==> src/core/imc_pkg.sv <==
// Constants, field positions and carrier types for the group unmask and source view block.
// Assumes a 32-bit AXI4-Lite register bus and request lines on the same clock.
package imc_pkg;
  localparam logic [31:0] ADDR_ITMR_VIEW  = 32'hfffff440;
  localparam logic [31:0] ADDR_DMA_VIEW   = 32'hfffff444;
  localparam logic [31:0] ADDR_CAP_VIEW   = 32'hfffff448;
  localparam logic [31:0] ADDR_UNF_VIEW   = 32'hfffff44c;
  localparam logic [31:0] ADDR_MASK_ONE   = 32'hfffff4d0;
  localparam logic [31:0] ADDR_UNMASK_ONE = 32'hfffff4d4;
  localparam logic [31:0] RST_VIEW        = 32'h00000000;
  localparam logic [31:0] RST_UNMASK_ONE  = 32'h00000000;
  localparam logic [31:0] RST_MASK_ONE    = 32'hffffffff;
  localparam logic [31:0] MASK_ONE_IMPL   = 32'h00077fff;
  localparam logic [31:0] MASK_ONE_TT_BUS = 32'h00030000;
  localparam int POS_PERIPH_DATA_ACCESS_GROUP      = 18;
  localparam int POS_TT_TIMER  = 17;
  localparam int POS_TT_CTRL   = 16;
  localparam int POS_CAN_LO    = 10;
  localparam int POS_OUT_LO    = 0;
  localparam int POS_ITMR_LO   = 0;
  localparam int POS_DMA_DN_HI = 12;
  localparam int POS_DMA_HF_HI = 8;
  localparam int POS_DMA_DN_LO = 6;
  localparam int POS_DMA_AERR  = 4;
  localparam int POS_DMA_HF_LO = 0;
  localparam int POS_TG_CMP    = 24;
  localparam int POS_TF_OVF    = 20;
  localparam int POS_TF_CAP    = 16;
  localparam int POS_TA1_OVF   = 14;
  localparam int POS_TA1_CAP   = 8;
  localparam int POS_TA0_OVF   = 6;
  localparam int POS_TA0_CAP   = 0;
  localparam int POS_UNF_LO    = 0;
  localparam logic [1:0] RESP_OKAY   = 2'b00;
  localparam logic [1:0] RESP_SLVERR = 2'b10;

  typedef struct packed {
    logic [2:0]  interval_timer_underflow;
    logic [1:0]  dma_ch11_10_done;
    logic [3:0]  dma_ch9_6_done_or_half;
    logic [1:0]  dma_ch5_4_done;
    logic [1:0]  dma_ctrl_addr_error;
    logic [3:0]  dma_ch3_0_done_or_half;
    logic [5:0]  timer_g_compare_match;
    logic [3:0]  timer_f_overflow;
    logic [3:0]  timer_f_capture;
    logic        timer_a1_overflow;
    logic [5:0]  timer_a1_capture;
    logic        timer_a0_overflow;
    logic [5:0]  timer_a0_capture;
    logic [23:0] out_unit_underflow;
  } imc_src_s;

  typedef struct packed {
    logic       periph_data_access_group;
    logic       tt_bus_timer_group;
    logic       tt_bus_ctrl_group;
    logic [4:0] can_group;
    logic [9:0] out_unit_group;
  } imc_grp_s;

  typedef enum logic [1:0] {
    IMC_WR_IDLE = 2'b00,
    IMC_WR_RESP = 2'b01
  } imc_wr_e;

  typedef enum logic [1:0] {
    IMC_RD_IDLE = 2'b00,
    IMC_RD_DATA = 2'b01
  } imc_rd_e;
endpackage

==> src/core/imc_irq_view.sv <==
// Group unmask strobe, second group mask and four detailed source views on AXI4-Lite.
// Assumes request lines come from logic on aclk and stay high while a request is active.
// Notes on behaviour
// [RULE1] Writing one to an implemented unmask bit clears that group's mask bit.
// [RULE2] The unmask strobe register always reads back as zero.
// [RULE3] Unmask bits written as zero leave their mask bits unchanged.
// [RULE4] Software writes zero to unmask bits 31 to 19 and 15.
// [RULE5] Unmask bits 18, 17, 16 select data-access, bus timer, bus controller groups.
// [RULE6] Without the bus controller, bits 17 and 16 are reserved, written zero.
// [RULE7] Unmask bits 14 down to 10 select CAN groups 4 down to 0.
// [RULE8] Unmask bits 9 down to 0 select output-unit channel quads, unit 4 first.
// [RULE9] Unmask strobe and all source views reset to zero.
// [RULE10] Source views ignore both group mask registers.
// [RULE11] Individual sources are suppressed inside the originating peripheral.
// [RULE12] A source bit reads one while active, zero otherwise, even when masked.
// [RULE13] View 0 holds interval timer underflows 2..0 in bits 2..0, rest zero.
// [RULE14] View 1 bits 13,12 and 7,6 hold done of DMA 11,10 and 5,4.
// [RULE15] View 1 bits 11..8, 3..0 hold done-or-half of DMA 9..6, 3..0.
// [RULE16] View 1 bit 5 and bit 4 hold address errors of controllers 1 and 0.
// [RULE17] View 2 bits 29..24 hold timer G compare matches 5..0, 31..30 zero.
// [RULE18] View 2 bits 23..20 hold timer F overflows 3..0.
// [RULE19] View 2 bits 19..16 hold timer F captures 3..0.
// [RULE20] View 2 bit 14 timer A1 overflow, bits 13..8 its captures, 15 zero.
// [RULE21] View 2 bit 6 timer A0 overflow, bits 5..0 its captures, 7 zero.
// [RULE22] View 3 bits 23..0 hold output units 2..0 channel underflows.
// [RULE23] Groups masked by a one are not signalled; mask resets to all ones.
// [RULE24] Source bits follow their request levels and never clear by writes.
// [RULE25] Writes to source views are ignored; unused view bits read zero.
`timescale 1ns/10ps
module imc_irq_view #(
  parameter bit HAS_TT_BUS = 1'b1
) (
  input  wire logic              aclk,
  input  wire logic              aresetn,
  input  wire logic              awvalid,
  output      logic              awready,
  input  wire logic [31:0]       awaddr,
  input  wire logic [2:0]        awprot,
  input  wire logic              wvalid,
  output      logic              wready,
  input  wire logic [31:0]       wdata,
  input  wire logic [3:0]        wstrb,
  output      logic              bvalid,
  input  wire logic              bready,
  output      logic [1:0]        bresp,
  input  wire logic              arvalid,
  output      logic              arready,
  input  wire logic [31:0]       araddr,
  input  wire logic [2:0]        arprot,
  output      logic              rvalid,
  input  wire logic              rready,
  output      logic [31:0]       rdata,
  output      logic [1:0]        rresp,
  input  wire imc_pkg::imc_src_s src_req,
  input  wire imc_pkg::imc_grp_s grp_req,
  output      imc_pkg::imc_grp_s grp_notify
);

  // Register select codes, one-hot
  localparam int SEL_W = 6;

  function automatic logic [SEL_W-1:0] reg_hit(input logic [31:0] a);
    logic [SEL_W-1:0] h;
    h = '0;
    if (a[31:2] == imc_pkg::ADDR_ITMR_VIEW[31:2])
    begin
      h[0] = 1'b1;
    end
    else if (a[31:2] == imc_pkg::ADDR_DMA_VIEW[31:2])
    begin
      h[1] = 1'b1;
    end
    else if (a[31:2] == imc_pkg::ADDR_CAP_VIEW[31:2])
    begin
      h[2] = 1'b1;
    end
    else if (a[31:2] == imc_pkg::ADDR_UNF_VIEW[31:2])
    begin
      h[3] = 1'b1;
    end
    else if (a[31:2] == imc_pkg::ADDR_MASK_ONE[31:2])
    begin
      h[4] = 1'b1;
    end
    else if (a[31:2] == imc_pkg::ADDR_UNMASK_ONE[31:2])
    begin
      h[5] = 1'b1;
    end
    return h;
  endfunction

  function automatic logic [31:0] lane_mask(input logic [3:0] s);
    return {{8{s[3]}}, {8{s[2]}}, {8{s[1]}}, {8{s[0]}}};
  endfunction

  // State
  imc_pkg::imc_wr_e  wr_state_ff;
  imc_pkg::imc_wr_e  nxt_wr_state;
  imc_pkg::imc_rd_e  rd_state_ff;
  imc_pkg::imc_rd_e  nxt_rd_state;
  logic              aw_held_ff;
  logic              nxt_aw_held;
  logic              w_held_ff;
  logic              nxt_w_held;
  logic [31:0]       waddr_ff;
  logic [31:0]       nxt_waddr;
  logic [31:0]       wdata_ff;
  logic [31:0]       nxt_wdata;
  logic [3:0]        wstrb_ff;
  logic [3:0]        nxt_wstrb;
  logic [1:0]        bresp_ff;
  logic [1:0]        nxt_bresp;
  logic [31:0]       rdata_ff;
  logic [31:0]       nxt_rdata;
  logic [1:0]        rresp_ff;
  logic [1:0]        nxt_rresp;
  logic [31:0]       mask_one_ff;
  logic [31:0]       nxt_mask_one;
  logic [31:0]       view_ff [4];
  logic [31:0]       nxt_view [4];
  imc_pkg::imc_grp_s notify_ff;
  imc_pkg::imc_grp_s nxt_notify;

  // Decode
  wire logic              aw_take;
  wire logic              w_take;
  wire logic              ar_take;
  wire logic              wr_go;
  wire logic [31:0]       wr_addr;
  wire logic [31:0]       wr_data;
  wire logic [3:0]        wr_strb;
  wire logic [SEL_W-1:0]  wr_hit;
  wire logic [SEL_W-1:0]  rd_hit;
  wire logic [31:0]       wr_bits;
  wire logic [31:0]       impl_bits;
  wire logic [31:0]       fixed_ones;
  wire logic [31:0]       unmask_bits;
  wire logic [31:0]       mask_set_bits;
  wire logic [31:0]       mask_read;
  wire logic [31:0]       grp_vec;
  wire logic [31:0]       notify_vec;

  assign awready = (wr_state_ff == imc_pkg::IMC_WR_IDLE) && !aw_held_ff;
  assign wready  = (wr_state_ff == imc_pkg::IMC_WR_IDLE) && !w_held_ff;
  assign arready = (rd_state_ff == imc_pkg::IMC_RD_IDLE);
  assign aw_take = awvalid && awready;
  assign w_take  = wvalid && wready;
  assign ar_take = arvalid && arready;

  // Address and data may arrive in either order or together
  assign wr_go   = (aw_take || aw_held_ff) && (w_take || w_held_ff);
  assign wr_addr = aw_held_ff ? waddr_ff : awaddr;
  assign wr_data = w_held_ff ? wdata_ff : wdata;
  assign wr_strb = w_held_ff ? wstrb_ff : wstrb;
  assign wr_hit  = reg_hit(wr_addr);
  assign rd_hit  = reg_hit(araddr);
  assign wr_bits = wr_data & lane_mask(wr_strb);

  // Implemented mask bits; bus groups drop out on the reduced variant
  assign impl_bits  = HAS_TT_BUS ? imc_pkg::MASK_ONE_IMPL
                                 : (imc_pkg::MASK_ONE_IMPL & ~imc_pkg::MASK_ONE_TT_BUS);
  assign fixed_ones = ~impl_bits;

  // Ones in the strobe unmask, zeros have no effect
  assign unmask_bits = (wr_go && wr_hit[5]) ? (wr_bits & impl_bits) : 32'h00000000; // [RULE1] [RULE3]

  // Plain writes to the mask register honour byte lanes
  assign mask_set_bits = lane_mask(wr_strb) & impl_bits;

  // Reserved mask bits always read one
  assign mask_read = mask_one_ff | fixed_ones;

  // Group request lines placed at their mask bit positions
  localparam int POS_PERIPH_DATA_ACCESS_GROUP_P1 = imc_pkg::POS_PERIPH_DATA_ACCESS_GROUP + 1;
  assign grp_vec[31:POS_PERIPH_DATA_ACCESS_GROUP_P1] = '0;
  assign grp_vec[imc_pkg::POS_PERIPH_DATA_ACCESS_GROUP] = grp_req.periph_data_access_group; // [RULE5]
  assign grp_vec[imc_pkg::POS_TT_TIMER] = grp_req.tt_bus_timer_group; // [RULE5]
  assign grp_vec[imc_pkg::POS_TT_CTRL] = grp_req.tt_bus_ctrl_group; // [RULE5]
  assign grp_vec[15] = 1'b0;
  assign grp_vec[imc_pkg::POS_CAN_LO+4:imc_pkg::POS_CAN_LO] = grp_req.can_group; // [RULE7]
  assign grp_vec[imc_pkg::POS_OUT_LO+9:imc_pkg::POS_OUT_LO] = grp_req.out_unit_group; // [RULE8]

  // Masked groups never reach the CPU
  assign notify_vec = grp_vec & ~mask_read; // [RULE23]

  // Write channel sequencing
  always_comb
  begin
    nxt_wr_state = wr_state_ff;
    nxt_aw_held  = aw_held_ff;
    nxt_w_held   = w_held_ff;
    nxt_waddr    = waddr_ff;
    nxt_wdata    = wdata_ff;
    nxt_wstrb    = wstrb_ff;
    nxt_bresp    = bresp_ff;
    case (wr_state_ff)
      imc_pkg::IMC_WR_IDLE:
      begin
        if (aw_take)
        begin
          nxt_waddr   = awaddr;
          nxt_aw_held = 1'b1;
        end
        if (w_take)
        begin
          nxt_wdata  = wdata;
          nxt_wstrb  = wstrb;
          nxt_w_held = 1'b1;
        end
        if (wr_go)
        begin
          nxt_aw_held  = 1'b0;
          nxt_w_held   = 1'b0;
          nxt_bresp    = (wr_hit != '0) ? imc_pkg::RESP_OKAY : imc_pkg::RESP_SLVERR;
          nxt_wr_state = imc_pkg::IMC_WR_RESP;
        end
      end
      imc_pkg::IMC_WR_RESP:
      begin
        if (bready)
        begin
          nxt_wr_state = imc_pkg::IMC_WR_IDLE;
        end
      end
      default:
      begin
        nxt_wr_state = imc_pkg::IMC_WR_IDLE;
      end
    endcase
  end

  // Mask register: all ones at reset, written directly or cleared by the strobe
  always_comb
  begin
    nxt_mask_one = mask_one_ff;
    if (wr_go && wr_hit[4])
    begin
      nxt_mask_one = (mask_one_ff & ~mask_set_bits) | (wr_data & mask_set_bits);
    end
    nxt_mask_one = (nxt_mask_one & ~unmask_bits) | fixed_ones; // [RULE1] [RULE3]
  end

  // Source views track request levels; bus writes never reach them
  always_comb
  begin
    nxt_view[0] = 32'h00000000; // [RULE13] [RULE25]
    nxt_view[0][imc_pkg::POS_ITMR_LO+2:imc_pkg::POS_ITMR_LO] = src_req.interval_timer_underflow; // [RULE13]
    nxt_view[1] = 32'h00000000; // [RULE15] [RULE25]
    nxt_view[1][imc_pkg::POS_DMA_DN_HI+1:imc_pkg::POS_DMA_DN_HI] = src_req.dma_ch11_10_done; // [RULE14]
    nxt_view[1][imc_pkg::POS_DMA_HF_HI+3:imc_pkg::POS_DMA_HF_HI] = src_req.dma_ch9_6_done_or_half; // [RULE15]
    nxt_view[1][imc_pkg::POS_DMA_DN_LO+1:imc_pkg::POS_DMA_DN_LO] = src_req.dma_ch5_4_done; // [RULE14]
    nxt_view[1][imc_pkg::POS_DMA_AERR+1:imc_pkg::POS_DMA_AERR] = src_req.dma_ctrl_addr_error; // [RULE16]
    nxt_view[1][imc_pkg::POS_DMA_HF_LO+3:imc_pkg::POS_DMA_HF_LO] = src_req.dma_ch3_0_done_or_half; // [RULE15]
    nxt_view[2] = 32'h00000000; // [RULE17] [RULE20] [RULE21]
    nxt_view[2][imc_pkg::POS_TG_CMP+5:imc_pkg::POS_TG_CMP] = src_req.timer_g_compare_match; // [RULE17]
    nxt_view[2][imc_pkg::POS_TF_OVF+3:imc_pkg::POS_TF_OVF] = src_req.timer_f_overflow; // [RULE18]
    nxt_view[2][imc_pkg::POS_TF_CAP+3:imc_pkg::POS_TF_CAP] = src_req.timer_f_capture; // [RULE19]
    nxt_view[2][imc_pkg::POS_TA1_OVF] = src_req.timer_a1_overflow; // [RULE20]
    nxt_view[2][imc_pkg::POS_TA1_CAP+5:imc_pkg::POS_TA1_CAP] = src_req.timer_a1_capture; // [RULE20]
    nxt_view[2][imc_pkg::POS_TA0_OVF] = src_req.timer_a0_overflow; // [RULE21]
    nxt_view[2][imc_pkg::POS_TA0_CAP+5:imc_pkg::POS_TA0_CAP] = src_req.timer_a0_capture; // [RULE21]
    nxt_view[3] = 32'h00000000; // [RULE25]
    nxt_view[3][imc_pkg::POS_UNF_LO+23:imc_pkg::POS_UNF_LO] = src_req.out_unit_underflow; // [RULE22]
  end

  // Read channel; the strobe register reads as zero
  always_comb
  begin
    nxt_rd_state = rd_state_ff;
    nxt_rdata    = rdata_ff;
    nxt_rresp    = rresp_ff;
    case (rd_state_ff)
      imc_pkg::IMC_RD_IDLE:
      begin
        if (ar_take)
        begin
          nxt_rd_state = imc_pkg::IMC_RD_DATA;
          nxt_rresp    = imc_pkg::RESP_OKAY;
          if (rd_hit[0])
          begin
            nxt_rdata = view_ff[0]; // [RULE10] [RULE12]
          end
          else if (rd_hit[1])
          begin
            nxt_rdata = view_ff[1]; // [RULE10] [RULE12]
          end
          else if (rd_hit[2])
          begin
            nxt_rdata = view_ff[2]; // [RULE10] [RULE12]
          end
          else if (rd_hit[3])
          begin
            nxt_rdata = view_ff[3]; // [RULE10] [RULE12]
          end
          else if (rd_hit[4])
          begin
            nxt_rdata = mask_read;
          end
          else if (rd_hit[5])
          begin
            nxt_rdata = imc_pkg::RST_UNMASK_ONE; // [RULE2]
          end
          else
          begin
            nxt_rdata = 32'h00000000;
            nxt_rresp = imc_pkg::RESP_SLVERR;
          end
        end
      end
      imc_pkg::IMC_RD_DATA:
      begin
        if (rready)
        begin
          nxt_rd_state = imc_pkg::IMC_RD_IDLE;
        end
      end
      default:
      begin
        nxt_rd_state = imc_pkg::IMC_RD_IDLE;
      end
    endcase
  end

  assign nxt_notify = notify_vec[imc_pkg::POS_PERIPH_DATA_ACCESS_GROUP:0] == '0 ? '0 :
                      {notify_vec[imc_pkg::POS_PERIPH_DATA_ACCESS_GROUP:imc_pkg::POS_TT_CTRL],
                       notify_vec[imc_pkg::POS_CAN_LO+4:0]};

  // Flops
  always_ff @(posedge aclk)
  begin
    if (!aresetn)
    begin
      wr_state_ff <= imc_pkg::IMC_WR_IDLE;
      aw_held_ff  <= 1'b0;
      w_held_ff   <= 1'b0;
      waddr_ff    <= 32'h00000000;
      wdata_ff    <= 32'h00000000;
      wstrb_ff    <= 4'h0;
      bresp_ff    <= imc_pkg::RESP_OKAY;
    end
    else
    begin
      wr_state_ff <= nxt_wr_state;
      aw_held_ff  <= nxt_aw_held;
      w_held_ff   <= nxt_w_held;
      waddr_ff    <= nxt_waddr;
      wdata_ff    <= nxt_wdata;
      wstrb_ff    <= nxt_wstrb;
      bresp_ff    <= nxt_bresp;
    end
  end

  always_ff @(posedge aclk)
  begin
    if (!aresetn)
    begin
      rd_state_ff <= imc_pkg::IMC_RD_IDLE;
      rdata_ff    <= 32'h00000000;
      rresp_ff    <= imc_pkg::RESP_OKAY;
    end
    else
    begin
      rd_state_ff <= nxt_rd_state;
      rdata_ff    <= nxt_rdata;
      rresp_ff    <= nxt_rresp;
    end
  end

  always_ff @(posedge aclk)
  begin
    if (!aresetn)
    begin
      mask_one_ff <= imc_pkg::RST_MASK_ONE; // [RULE23]
      notify_ff   <= '0;
    end
    else
    begin
      mask_one_ff <= nxt_mask_one;
      notify_ff   <= nxt_notify;
    end
  end

  // One view register per source group
  for (genvar gi = 0; gi < 4; gi++)
  begin : g_view
    always_ff @(posedge aclk)
    begin
      if (!aresetn)
      begin
        view_ff[gi] <= imc_pkg::RST_VIEW; // [RULE9]
      end
      else
      begin
        view_ff[gi] <= nxt_view[gi]; // [RULE24]
      end
    end
  end

  assign bvalid     = (wr_state_ff == imc_pkg::IMC_WR_RESP);
  assign bresp      = bresp_ff;
  assign rvalid     = (rd_state_ff == imc_pkg::IMC_RD_DATA);
  assign rdata      = rdata_ff;
  assign rresp      = rresp_ff;
  assign grp_notify = notify_ff;

endmodule

==> config.mk <==
export PLATFORM = sky130hd
export DESIGN_NAME = imc_irq_view
export DESIGN_NICKNAME = d
export VERILOG_FILES = /design/src/core/imc_pkg.sv /design/src/core/imc_irq_view.sv
export SDC_FILE = /design/constraint.sdc
export NUM_CORES = 1
export LEC_CHECK = 0
export ABC_AREA = 0
export CORE_MARGIN = 4
export CORE_UTILIZATION = 64
export CTS_BUF_LIST = sky130_fd_sc_hd__clkbuf_2
export CTS_CLUSTER_SIZE = 12
export DETAILED_ROUTE_END_ITERATION = 8
export DONT_BUFFER_PORTS = 1
export GPL_TIMING_DRIVEN = 0
export PLACE_DENSITY = 0.9
export SLEW_MARGIN = 0
export SYNTH_ARGS = -nofsm -noshare
export SYNTH_HDL_FRONTEND = slang
export SYNTH_SLANG_ARGS = --single-unit
==> constraint.sdc <==
create_clock -name aclk -period 3 [get_ports aclk]
set_clock_uncertainty 0.05 [all_clocks]
set_input_delay 0.6 -clock aclk [delete_from_list [all_inputs] [get_ports aclk]]
set_output_delay 0.6 -clock aclk [all_outputs]
set_load 0.01 [all_outputs]
* Word level (Yosys, flattened, before mapping)
Memory sizes are Yosys's and may differ from the RTL's.
Index checks and enable logic that the tools add are counted.
** Storage, ports and cells
- Flip-flop bits (word level) :: 133
- Latch bits :: 0
- Bits in writable memories :: 120
- ROM bits :: 0
- Bits of input ports :: 200
- Output and inout bits :: 59
- Logic and storage cells :: 132
- Memories kept :: 1
** Operators by class
- $add $sub $neg :: 0
- Multipliers :: 0
- Divide/modulo/power cells :: 0
- $lt $le $gt $ge :: 0
- Eq/ne operators :: 18
- Shifts and indexed selects :: 0
- Multiplexer cells :: 55
- Bitwise operators :: 14
- Reduce and logical (&&, ||, !) cells :: 27
** Memory list
- view_ff :: depth 4, bits a word 30, rd ports 4, clocked after memory_dff 0, write ports 4, RTL line imc_irq_view.sv:119 : logic [31:0] view_ff [4];
** Operator list (count)
- equality test 30 bit, second input constant :: 12
- 2-to-1 mux 32 bit :: 6
- 2-to-1 mux 30 bit :: 4
- bitwise AND 19 bit :: 5
- 2-to-1 mux 19 bit :: 3
- inverter 19 bit :: 3
- 2-to-1 mux 2 bit :: 13
- 2-to-1 mux 1 bit :: 20
- zero test 19 bit :: 1
- bitwise OR 19 bit :: 1
- AND reduction 2 bit :: 8
- 2-to-1 mux 5 bit :: 2
- 2-to-1 mux 3 bit :: 3
- logical AND 1 bit :: 8
- 2-to-1 mux 4 bit :: 2
- case mux 2 bit (2 select lines) :: 2
- inequality test 2 x 1 -> 1 bit, second input constant :: 3
- nonzero test 6 bit :: 1
- equality test 2 x 1 -> 1 bit, second input constant :: 2
- zero test 2 bit :: 2
- bitwise OR 1 bit :: 4
- nonzero test 2 bit :: 2
- zero test 1 bit :: 2
- logical OR 1 bit :: 2
- 3 further kinds :: 3

* Longest topological paths before layout
Gate-level depths: netlist (run 1).
- Depth in word-level cells :: 13
- Gate-level depth with buffers :: 7
- Depth with buffers taken out :: 5

* Worst setup path before layout (run 1)
No wires, ideal clock.
- Path type :: input -> register
- From :: input awaddr[3]
- To :: register mask_one_ff[16]
- Data arrival time :: 2.151 ns
- Data required time :: 2.828 ns
- Path slack :: 0.677 ns
- Stages on the path :: 5
- Path buffers :: 0
- Cells stage by stage :: nor4b_2 nand2_1 a221o_1 or4b_1 o32a_1
** On the way
- Cells in the longest elaborated chain, start to end :: 12
** RTL lines
- start, declared :: RTL line imc_irq_view.sv:37 : input wire logic [31:0] awaddr,
- 2-to-1 mux 32 bit (*) :: RTL line imc_irq_view.sv:152 : assign wr_addr = aw_held_ff ? waddr_ff : awaddr;
- equality test 30 bit :: RTL line imc_irq_view.sv:85 : else if (a[31:2] == imc_pkg::ADDR_UNMASK_ONE[31:2])
- 2-to-1 mux 1 bit :: RTL line imc_irq_view.sv:85
- 2-to-1 mux 1 bit :: RTL line imc_irq_view.sv:81 : else if (a[31:2] == imc_pkg::ADDR_MASK_ONE[31:2])
- 2-to-1 mux 2 bit :: RTL line imc_irq_view.sv:77 : else if (a[31:2] == imc_pkg::ADDR_UNF_VIEW[31:2])
- 2-to-1 mux 3 bit :: RTL line imc_irq_view.sv:73 : else if (a[31:2] == imc_pkg::ADDR_CAP_VIEW[31:2])
- 2-to-1 mux 4 bit :: RTL line imc_irq_view.sv:69 : else if (a[31:2] == imc_pkg::ADDR_DMA_VIEW[31:2])
- 2-to-1 mux 5 bit (*) :: RTL line imc_irq_view.sv:65 : if (a[31:2] == imc_pkg::ADDR_ITMR_VIEW[31:2])
- logical AND 1 bit :: RTL line imc_irq_view.sv:165 : assign unmask_bits = (wr_go && wr_hit[5]) ? (wr_bits & impl_bits) : 32'h00000000;
- 2-to-1 mux 19 bit :: RTL line imc_irq_view.sv:165
- inverter 19 bit :: RTL line imc_irq_view.sv:240 : nxt_mask_one = (nxt_mask_one & ~unmask_bits) | fixed_ones;
- bitwise AND 19 bit (*) :: RTL line imc_irq_view.sv:240
- end signal, assigned :: RTL line imc_irq_view.sv:373 : mask_one_ff <= imc_pkg::RST_MASK_ONE;
- end signal, assigned :: RTL line imc_irq_view.sv:378 : mask_one_ff <= nxt_mask_one;
- end, declared :: RTL line imc_irq_view.sv:117 : logic [31:0] mask_one_ff;
Mark *: on every way between the ends. The rest lies on a longest branch, timed or not.
A chain may end at the register's enable or synchronous reset.

* Final worst setup path (run 1)
- From :: register w_held_ff
- To :: output wready
** On the way
- Cells in the longest elaborated chain, start to end :: 2
** RTL lines
- start, declared :: RTL line imc_irq_view.sv:103 : logic w_held_ff;
- start signal, assigned :: RTL line imc_irq_view.sv:345 : w_held_ff <= nxt_w_held;
- zero test 1 bit :: RTL line imc_irq_view.sv:144 : assign wready = (wr_state_ff == imc_pkg::IMC_WR_IDLE) && !w_held_ff;
- logical AND 1 bit :: RTL line imc_irq_view.sv:144
- end, declared :: RTL line imc_irq_view.sv:40 : output logic wready,
Every way passes these cells.

==> results of run 1 <==
final timing paths:
| check | from | end | slack [ns] | cells after the start |
|---|---|---|---|---|
| hold / removal | araddr[12] | rdata[30]$_SDFFE_PN0P_ | 0.04 | 4 |
| setup / recovery | w_held_ff$_SDFFE_PN0P_ | wready | 0.29 | 3 |
| hold reg to reg | wdata_ff[6]$_SDFFE_PN0P_ | wdata_ff[6]$_SDFFE_PN0P_ | 0.42 | 2 |
| setup reg to reg | aw_held_ff$_SDFFE_PN0P_ | mask_one_ff[13]$_SDFF_PN1_ | 0.45 | 7 |
through the flow:
| stage | total power [µW] | hold WS, ns | cells | area (µm²) | setup WS (ns) |
|---|---|---|---|---|---|
| detailed placement | 3230 | 0.392 | 973 | 7730 | 0.325 |
| CTS | 4410 | 0.00518 | 1146 | 9350 | 0.139 |
| floorplan | 3120 | 0.360 | 830 | 7550 | 0.677 |
| global route | 4650 | 0.00713 | 1152 | 9420 | 0.160 |
| finish | 4500 | 0.0427 | 1152 | 9420 | 0.288 |
| global placement | 3220 | 0.388 | 973 | 7730 | 0.378 |
cells in the final DEF, fill, tap and decap left out, types with 9 or more instances in the layout:
cell and n:
xor2_1 17, nand2_1 157, and2_1 75, o22ai_1 16
clkbuf_1 42, a22o_1 24, or3_1 9, a222oi_1 10
a21oi_1 67, a32oi_1 15, dlygate4sd3_1 152, inv_1 9
nor2_1 45, o21ai_0 17, nand4_1 9, dfxtp_1 193
clkbuf_2 20, mux2i_1 27
cell families after synthesis:
family / count (synthesis) / share of synthesized area [%]
AO/OA/AOI/OAI: 174 / 15.9
XOR/XNOR: 17 / 1.97
buffers and inverters: 67 / 3.66
flip-flops: 193 / 51.2
multiplexers: 31 / 4.18
other: 1 / 0.0497
AND/OR/NAND/NOR: 346 / 23.1
report_power, final:
group / switching, µW / total, µW / leakage (µW) / internal (µW)
Clock: 834 / 1110 / 0.000108 / 274
Sequential: 55.4 / 2730 / 0.00158 / 2670
Combinational: 355 / 662 / 0.00187 / 307
Total: 1240 / 4500 / 0.00356 / 3260
cell type report:
class,instances,area share [%]
multi-input combinational,570,36.2
tap,143,1.90
sequential,193,41.0
inverter,9,0.359
buffer,58,2.59
clock buffer,19,1.01
timing repair buffer,152,16.2
clock inverter,8,0.744
flip-flops by register name, summed over array words and instances (netlist names):
register	flops
aw_held_ff	1
bresp	1
grp_notify	18
mask_one_ff	18
rd_state_ff	1
rdata	31
rresp	1
view_ff	69
w_held_ff	1
waddr_ff	30
wdata_ff	18
wr_state_ff	1
wstrb_ff	3
critical path, delay by kind of cell (launching register included):
kind,cells,cell delay [ns]
buffers and inverters,2,0.79
DFF,1,0.36
and+or+nand+nor,1,0.15
Yosys cell counts (all sizes together), types with 7 or more instances:
cell type,number,area share [%]
xor2,17,2.0
or3,9,0.75
o22ai,16,1.3
o21ai,17,1.1
nor4,7,0.83
clkbuf,43,2.1
a22o,24,2.8
buf,15,1.1
nand2,157,7.8
a21oi,67,4.4
nor2,45,2.2
mux2i,27,3.6
a32oi,15,1.7
dfxtp,193,51
inv,9,0.45
a222oi,10,1.3
and2,75,6.2
nand4,9,0.75
routing by layer:
layer	global-route usage (%)	wire [µm]	vias up
met2	62.2	12300	478
li1	-	-	3216
met4	15.0	1130	0
met1	39.9	8860	3286
met5	0	0	-
met3	10.8	2560	107
what timing repair did:
action / 4_1_cts / 5_1_grt
endpoints found under the hold margin: 142 / 6
endpoints found under the setup margin: 0 / 1
resized for setup: 0 / 2
hold buffers: 146 / 6
setup buffers: 0 / 0
==> flow_summary.toml, run 1 <==
[critical_path]
cp_max_fo = 10
cp-end-kind = "output pin"
crit_arrival_ns = 2.06
worstSetupPathType = "reg2out"
worstPathRequired_ns = 2.35
slowest_delay_ns = 0.41
crit_path_top_delay_cell = "clkbuf_2"
crit_path_cell_trace = "clkbuf_1 -> clkbuf_2 -> nor2_1"
critPathLaunchType = "flip-flop"

[layout]
drive_gt1_share_pct = 4.96
postLayoutCoreUtil_pct = 82.1
num-fill-cells = 640
nets = 1201
multi_input_area_um2 = 3410
regArea_um2 = 3860
syn_to_final_growth_pct = 24.8
diodes = 0

[min_path]
hold_class = "in2reg"

[yosys]
ys_ff_latch = 193
synthArstFlopShare_pct = 0
syn_inst = 829
synth_warnings = 0
synth_area_per_cell_um2 = 9.10
seq_area_frac_synth_pct = 51.2
synth_ff_type = "dfxtp_1"
synthDistinctLibCells = 54
synth_edf_count = 0
syn_area_um2 = 7540

[clock_network]
htreeDepth = 4
clockBufferDepth = 2
path_clk_slew_ns = 0.24
cts_buffers = 17
cts_tree = "yes"
cts_sinks = 193
root_buffer = "clkbuf_2"
clock_latency_ns = 0.78

[timing]
finalSetupViolations = 0
slew_viol_final = 0
setup-tns-final_ns = 0
period_needed_ns = 2.71
finalCritPeriodShare_pct = 90.4
hold_violations = 0
worst_pin_slew_ns = 1.03
rsz0062_at_grt = "no"
relSlewSlack_pct = 30.7
max_freq_ghz = 0.369

[routing]
routed_via_density = 6.15
wire_per_inst_um = 21.6
drt_pass1_iterations = 8
drt_drc_violations_left = 0
ant_nets = 0
drt-total-wl_um = 24800
vias = 7087
drt_iter0_drc = 833

[global_routing]
overflow = 0
grt_pass1_vias = 7032
antenna_found_initial = 0
grt_start_max_net_pins = 17
grt_pass1_wl_um = 36900
grt.total_usage_pct = 35.4

[floorplan]
ios = 259
num_rows = 39
die_area_um2 = 13600
die_h_um = 117
die_w_um = 117
core-area_um2 = 11500
start_util_pct = 65.8

[placement]
dp_hpwl_um = 14900
portBuffers = 0
place.gp.congestion = 0.881

[pwr]
ir_drop_v = 0.000526
p_leak_uw = 0.00356
power.density_nw_per_um2 = 478

[outcome]
status = "completed"

[flow_run]
drv_cap = 0
Note: power is estimated with default switching activity, not from simulation.
==> run 2: changes to the inputs <==
--- a/config.mk
+++ b/config.mk
@@ -14,6 +14,7 @@
 export DONT_BUFFER_PORTS = 1
 export GPL_TIMING_DRIVEN = 0
 export PLACE_DENSITY = 0.9
+export RECOVER_POWER = 100
 export SLEW_MARGIN = 0
 export SYNTH_ARGS = -nofsm -noshare
 export SYNTH_HDL_FRONTEND = slang
==> run 2 against run 1 <==
Compared with the run above:
- global-route usage did not move
- maximum frequency fell by 0.18%
- clock-buffer cell count did not move
- sequential share of layout area rose by 0.098 points
- total power fell by 0.11%
- combinational power fell by 0.8%
- sequential power barely moved
- first-iteration DRC count fell by 8.3%
- routed wire length fell by 0.18%
- non-clock buffer count did not move
- critical path type unchanged
- largest cell class unchanged
==> flow_summary.toml, run 2 (synthesis results as in run 1) <==
[clock_network]
cts_sinks = 193
clockBufferDepth = 2
htreeDepth = 4
cts_tree = "yes"
root_buffer = "clkbuf_2"
post_cts_buffers = 0
cts_buffers = 17
clock_latency_ns = 0.80
path_clk_slew_ns = 0.24

[critical_path]
reg2reg_depth = 7
worstPathRequired_ns = 2.35
cp-end-kind = "output pin"
worstSetupPathType = "reg2out"
cp_max_fo = 10
critPathLaunchType = "flip-flop"
crit_arrival_ns = 2.07

[global_routing]
grt.total_usage_pct = 35.4
overflow = 0
grt_start_max_net_pins = 17
antenna_found_initial = 0
grt_pass1_vias = 7032
grt_pass1_wl_um = 36900

[layout]
nets = 1201
largest_reg_flops = 69
multi_input_area_um2 = 3390
num-fill-cells = 643
top_register = "view_ff"
mostFrequentLayoutCell = "dfxtp_1"
final_cell_mix = "193 x dfxtp_1, 157 x nand2_1, 152 x dlygate4sd3_1"
regArea_um2 = 3860
syn_to_final_growth_pct = 24.5
diodes = 0
drive_gt1_share_pct = 4.66
instances_no_fill = 1152

[placement]
post-place-ws_ns = 0.325
place.gp.congestion = 0.881
portBuffers = 0
dp_hpwl_um = 14900
placedCellCount = 973

[floorplan]
die_w_um = 117
die_area_um2 = 13600
num_rows = 39
core-area_um2 = 11500
die_h_um = 117
ios = 259
start_util_pct = 65.8

[flow_run]
drv_cap = 0

[timing]
finalCritPeriodShare_pct = 90.5
period_needed_ns = 2.72
hold_violations = 0
relSlewSlack_pct = 17.5
fin_ws_ns = 0.284
setup-tns-final_ns = 0
slew_viol_final = 0
rsz0062_at_grt = "no"
finalSetupViolations = 0
worst_pin_slew_ns = 1.23
max_freq_ghz = 0.368

[pwr]
p_leak_uw = 0.00351
power_frac_seq_pct = 60.7
power.density_nw_per_um2 = 479
ir_drop_v = 0.000522
p_int_uw = 3250
total_power_uw = 4500
sw_frac_of_total_pct = 27.6
p_switching_uw = 1240
power_frac_clock_pct = 24.7
combPwrFrac_pct = 14.6

[routing]
drt-total-wl_um = 24800
ant_nets = 0
vias = 7071
drt_iter0_drc = 764
drt_drc_violations_left = 0
wire_per_inst_um = 21.5
routed_via_density = 6.14
drt_pass1_iterations = 5

[min_path]
min_path_cells = 4
hold_class = "in2reg"

[outcome]
status = "completed"
==> run 2: path summary, 6_finish.rpt <==
kind	startpoint	end	slack (ns)
setup / recovery	w_held_ff$_SDFFE_PN0P_	wready	0.28
hold / removal	araddr[12]	rdata[30]$_SDFFE_PN0P_	0.03
setup reg to reg	aw_held_ff$_SDFFE_PN0P_	mask_one_ff[13]$_SDFF_PN1_	0.34
hold reg to reg	wdata_ff[6]$_SDFFE_PN0P_	wdata_ff[6]$_SDFFE_PN0P_	0.42
==> run 2: final cells by class <==
class	instances	area share [%]
inverters	9	0.360
clock inverters	8	0.746
plain buffers	58	2.54
multi-input cells	570	36.1
well taps	143	1.90
flip-flops and latches	193	41.1
repair buffers	152	16.2
clock buffers	19	1.01
==> run 2: metrics by stage <==
stage,area [µm²],utilization (%),hold WS [ns]
2_1_floorplan,7550,-,0.360
3_3_place_gp,7730,67.4,0.388
3_5_place_dp,7730,67.4,0.392
4_1_cts,9350,81.6,0.00518
5_1_grt,9390,81.9,0.00713
6_report,9390,81.9,0.0319
==> run 2: worst max-delay path, cell delays in order, from the launching register on <==
cell and delay [ns]:
dfxtp_1 0.36, clkbuf_1 0.38, clkbuf_2 0.41, nor2_1 0.15
==> run 2: power groups by stage <==
stage | Combinational, µW | Clock, µW | Sequential [µW]
6_report | 657 | 1110 | 2730
3_5_place_dp | 461 | 0 | 2770
2_1_floorplan | 367 | 0 | 2760
4_1_cts | 618 | 1080 | 2720
3_3_place_gp | 450 | 0 | 2770
5_1_grt | 709 | 1200 | 2740
==> run 2: timing repair <==
item                                   4_1_cts  5_1_grt
setup endpoints to repair                    0        1
hold buffers                               146        6
gates resized for setup                      0        2
endpoints found under the hold margin      142        6
==> run 2: layer usage <==
metal / global-route usage (%) / wire length, µm
met1: 39.9 / 9020
met2: 62.2 / 12400
met3: 10.8 / 2330
met4: 15.0 / 1050
met5: 0 / 0
==> run 3: changes to the inputs <==
==> constraint.sdc (replaced) <==
create_clock -name aclk -period 3.4 [get_ports aclk]
set_clock_uncertainty 0.05 [all_clocks]
set_input_delay 0.68 -clock aclk [delete_from_list [all_inputs] [get_ports aclk]]
set_output_delay 0.68 -clock aclk [all_outputs]
set_load 0.01 [all_outputs]
==> run 3 against run 2 <==
Compared with the run above:
- the run now ends with capacitance limit, slew limit left
- routed wire length rose by 0.49%
- utilization decreased by 0.60 points
- total power fell by 12%
- critical path type is now reg2reg
- register-to-register slack worse by 0.08 ns
- highest routed layer unchanged
- final cell count is 0.43% lower
- flip-flop and latch count stayed put
- clock power down 11%
==> flow_summary.toml, run 3 (synthesis results as in run 1) <==
[routing]
routed_via_density = 6.17
drt_drc_violations_left = 0
drt_pass1_iterations = 6
wire_per_inst_um = 21.7
drt-total-wl_um = 24900
vias = 7076
drt_iter0_drc = 849
ant_nets = 0

[clock_network]
clock_latency_ns = 0.79
postCtsHoldBufs = 141
clockBufferDepth = 2
cts_resized = 0
cts_tree = "yes"
htreeDepth = 4
cts_buffers = 17
post_cts_buffers = 0
path_clk_slew_ns = 0.25
root_buffer = "clkbuf_2"
cts_sinks = 193

[placement]
placed_area_um2 = 7730
place.gp.congestion = 0.881
post-place-ws_ns = 0.645
portBuffers = 0
dp_hpwl_um = 14900

[critical_path]
crit_arrival_ns = 3.80
reg2reg_from = "aw_held_ff$_SDFFE_PN0P_"
crit_path_frequent_cell = "clkbuf_1"
critPathLaunchType = "flip-flop"
crit_path_top_delay_cell = "mux2i_1"
reg2reg_slack_ns = 0.26
cp_max_fo = 10
worstPathRequired_ns = 4.05
crit_start = "aw_held_ff$_SDFFE_PN0P_"
slowest_delay_ns = 0.56
cp-end-kind = "flip-flop"
crit_path_cell_trace = "clkbuf_1 -> mux2i_1 -> clkbuf_1 -> clkbuf_2 -> xor2_1 -> o22ai_1 -> a32oi_1"
worstSetupPathType = "reg2reg"

[timing]
setup-tns-final_ns = 0
rsz0062_at_grt = "no"
max_freq_ghz = 0.318
hold_violations = 0
finalSetupViolations = 0
period_needed_ns = 3.14
relSlewSlack_pct = -19.1
slew_viol_final = 20
worst_pin_slew_ns = 1.77
fin_ws_ns = 0.255
finalCritPeriodShare_pct = 92.5

[floorplan]
die_w_um = 117
die_area_um2 = 13600
core-area_um2 = 11500
num_rows = 39
die_h_um = 117
start_util_pct = 65.8
ios = 259

[layout]
multi_input_area_um2 = 3400
top_register = "view_ff"
mostFrequentLayoutCell = "dfxtp_1"
nets = 1194
num-fill-cells = 647
final_cell_mix = "193 x dfxtp_1, 157 x nand2_1, 145 x dlygate4sd3_1"
regArea_um2 = 3860
syn_to_final_growth_pct = 23.6
drive_gt1_share_pct = 4.29
postLayoutCoreUtil_pct = 81.3
fin_area_um2 = 9320
largest_reg_flops = 69

[flow_run]
drv_cap = 2

[min_path]
hp-start = "araddr[31]"
hold_class = "in2reg"

[global_routing]
grt.total_usage_pct = 35.1
grt_start_max_net_pins = 17
grt_pass1_vias = 6962
antenna_found_initial = 1
grt_pass1_wl_um = 36400
overflow = 0

[pwr]
p_leak_uw = 0.00346
ir_drop_v = 0.000455
power.density_nw_per_um2 = 426

[outcome]
status = "finished with violations"
violations = "capacitance limit, slew limit"
## run 3: critical path, delay by kind of cell (launching register included)
kind / cells / cell delay (ns)
buffers and inverters: 3 / 1.38
muxes: 1 / 0.56
DFF: 1 / 0.54
AOI/OAI and AO/OA: 2 / 0.33
xor gates and xnor gates: 1 / 0.21
## run 3: layer usage
layer  vias to the layer above  wire length (µm)  global-route usage, %
met5                         -                 0                      0
met4                         0               979                   14.6
met2                       440             12500                   61.7
li1                       3214                 -                      -
met1                      3329              9090                   39.3
met3                        93              2300                   11.2
## run 3: path summary, 6_finish.rpt
check                                             endpoint  cells after the start
worst max-delay path            mask_one_ff[11]$_SDFF_PN1_                      7
worst min-delay path                rdata[30]$_SDFFE_PN0P_                      4
worst max register to register  mask_one_ff[11]$_SDFF_PN1_                      7
worst min register to register   waddr_ff[21]$_SDFFE_PN0P_                      2
## run 3: per-stage QoR
step	instances	power (µW)	hold slack (ns)
6_report	1147	3970	0.106
5_1_grt	1146	4110	0.0243
4_1_cts	1141	3890	0.000205
3_5_place_dp	973	2850	0.392
3_3_place_gp	973	2840	0.388
2_1_floorplan	830	2760	0.360
## run 3: cell type report
cell class | instances | share of cell area (%)
Sequential cell | 193 | 41.4
Multi-Input combinational cell | 570 | 36.4
Timing Repair Buffer | 145 | 15.6
Buffer | 58 | 2.47
Tap cell | 143 | 1.92
Clock buffer | 19 | 1.02
Clock inverter | 8 | 0.751
Inverter | 9 | 0.362
Antenna cell | 2 | 0.0537
## run 3: power by group
group / switching (µW) / internal (µW) / leakage (µW) / total, µW
clock network: 745 / 242 / 0.000108 / 987
registers: 49.9 / 2360 / 0.00158 / 2410
logic: 313 / 265 / 0.00177 / 578
total: 1110 / 2870 / 0.00346 / 3970
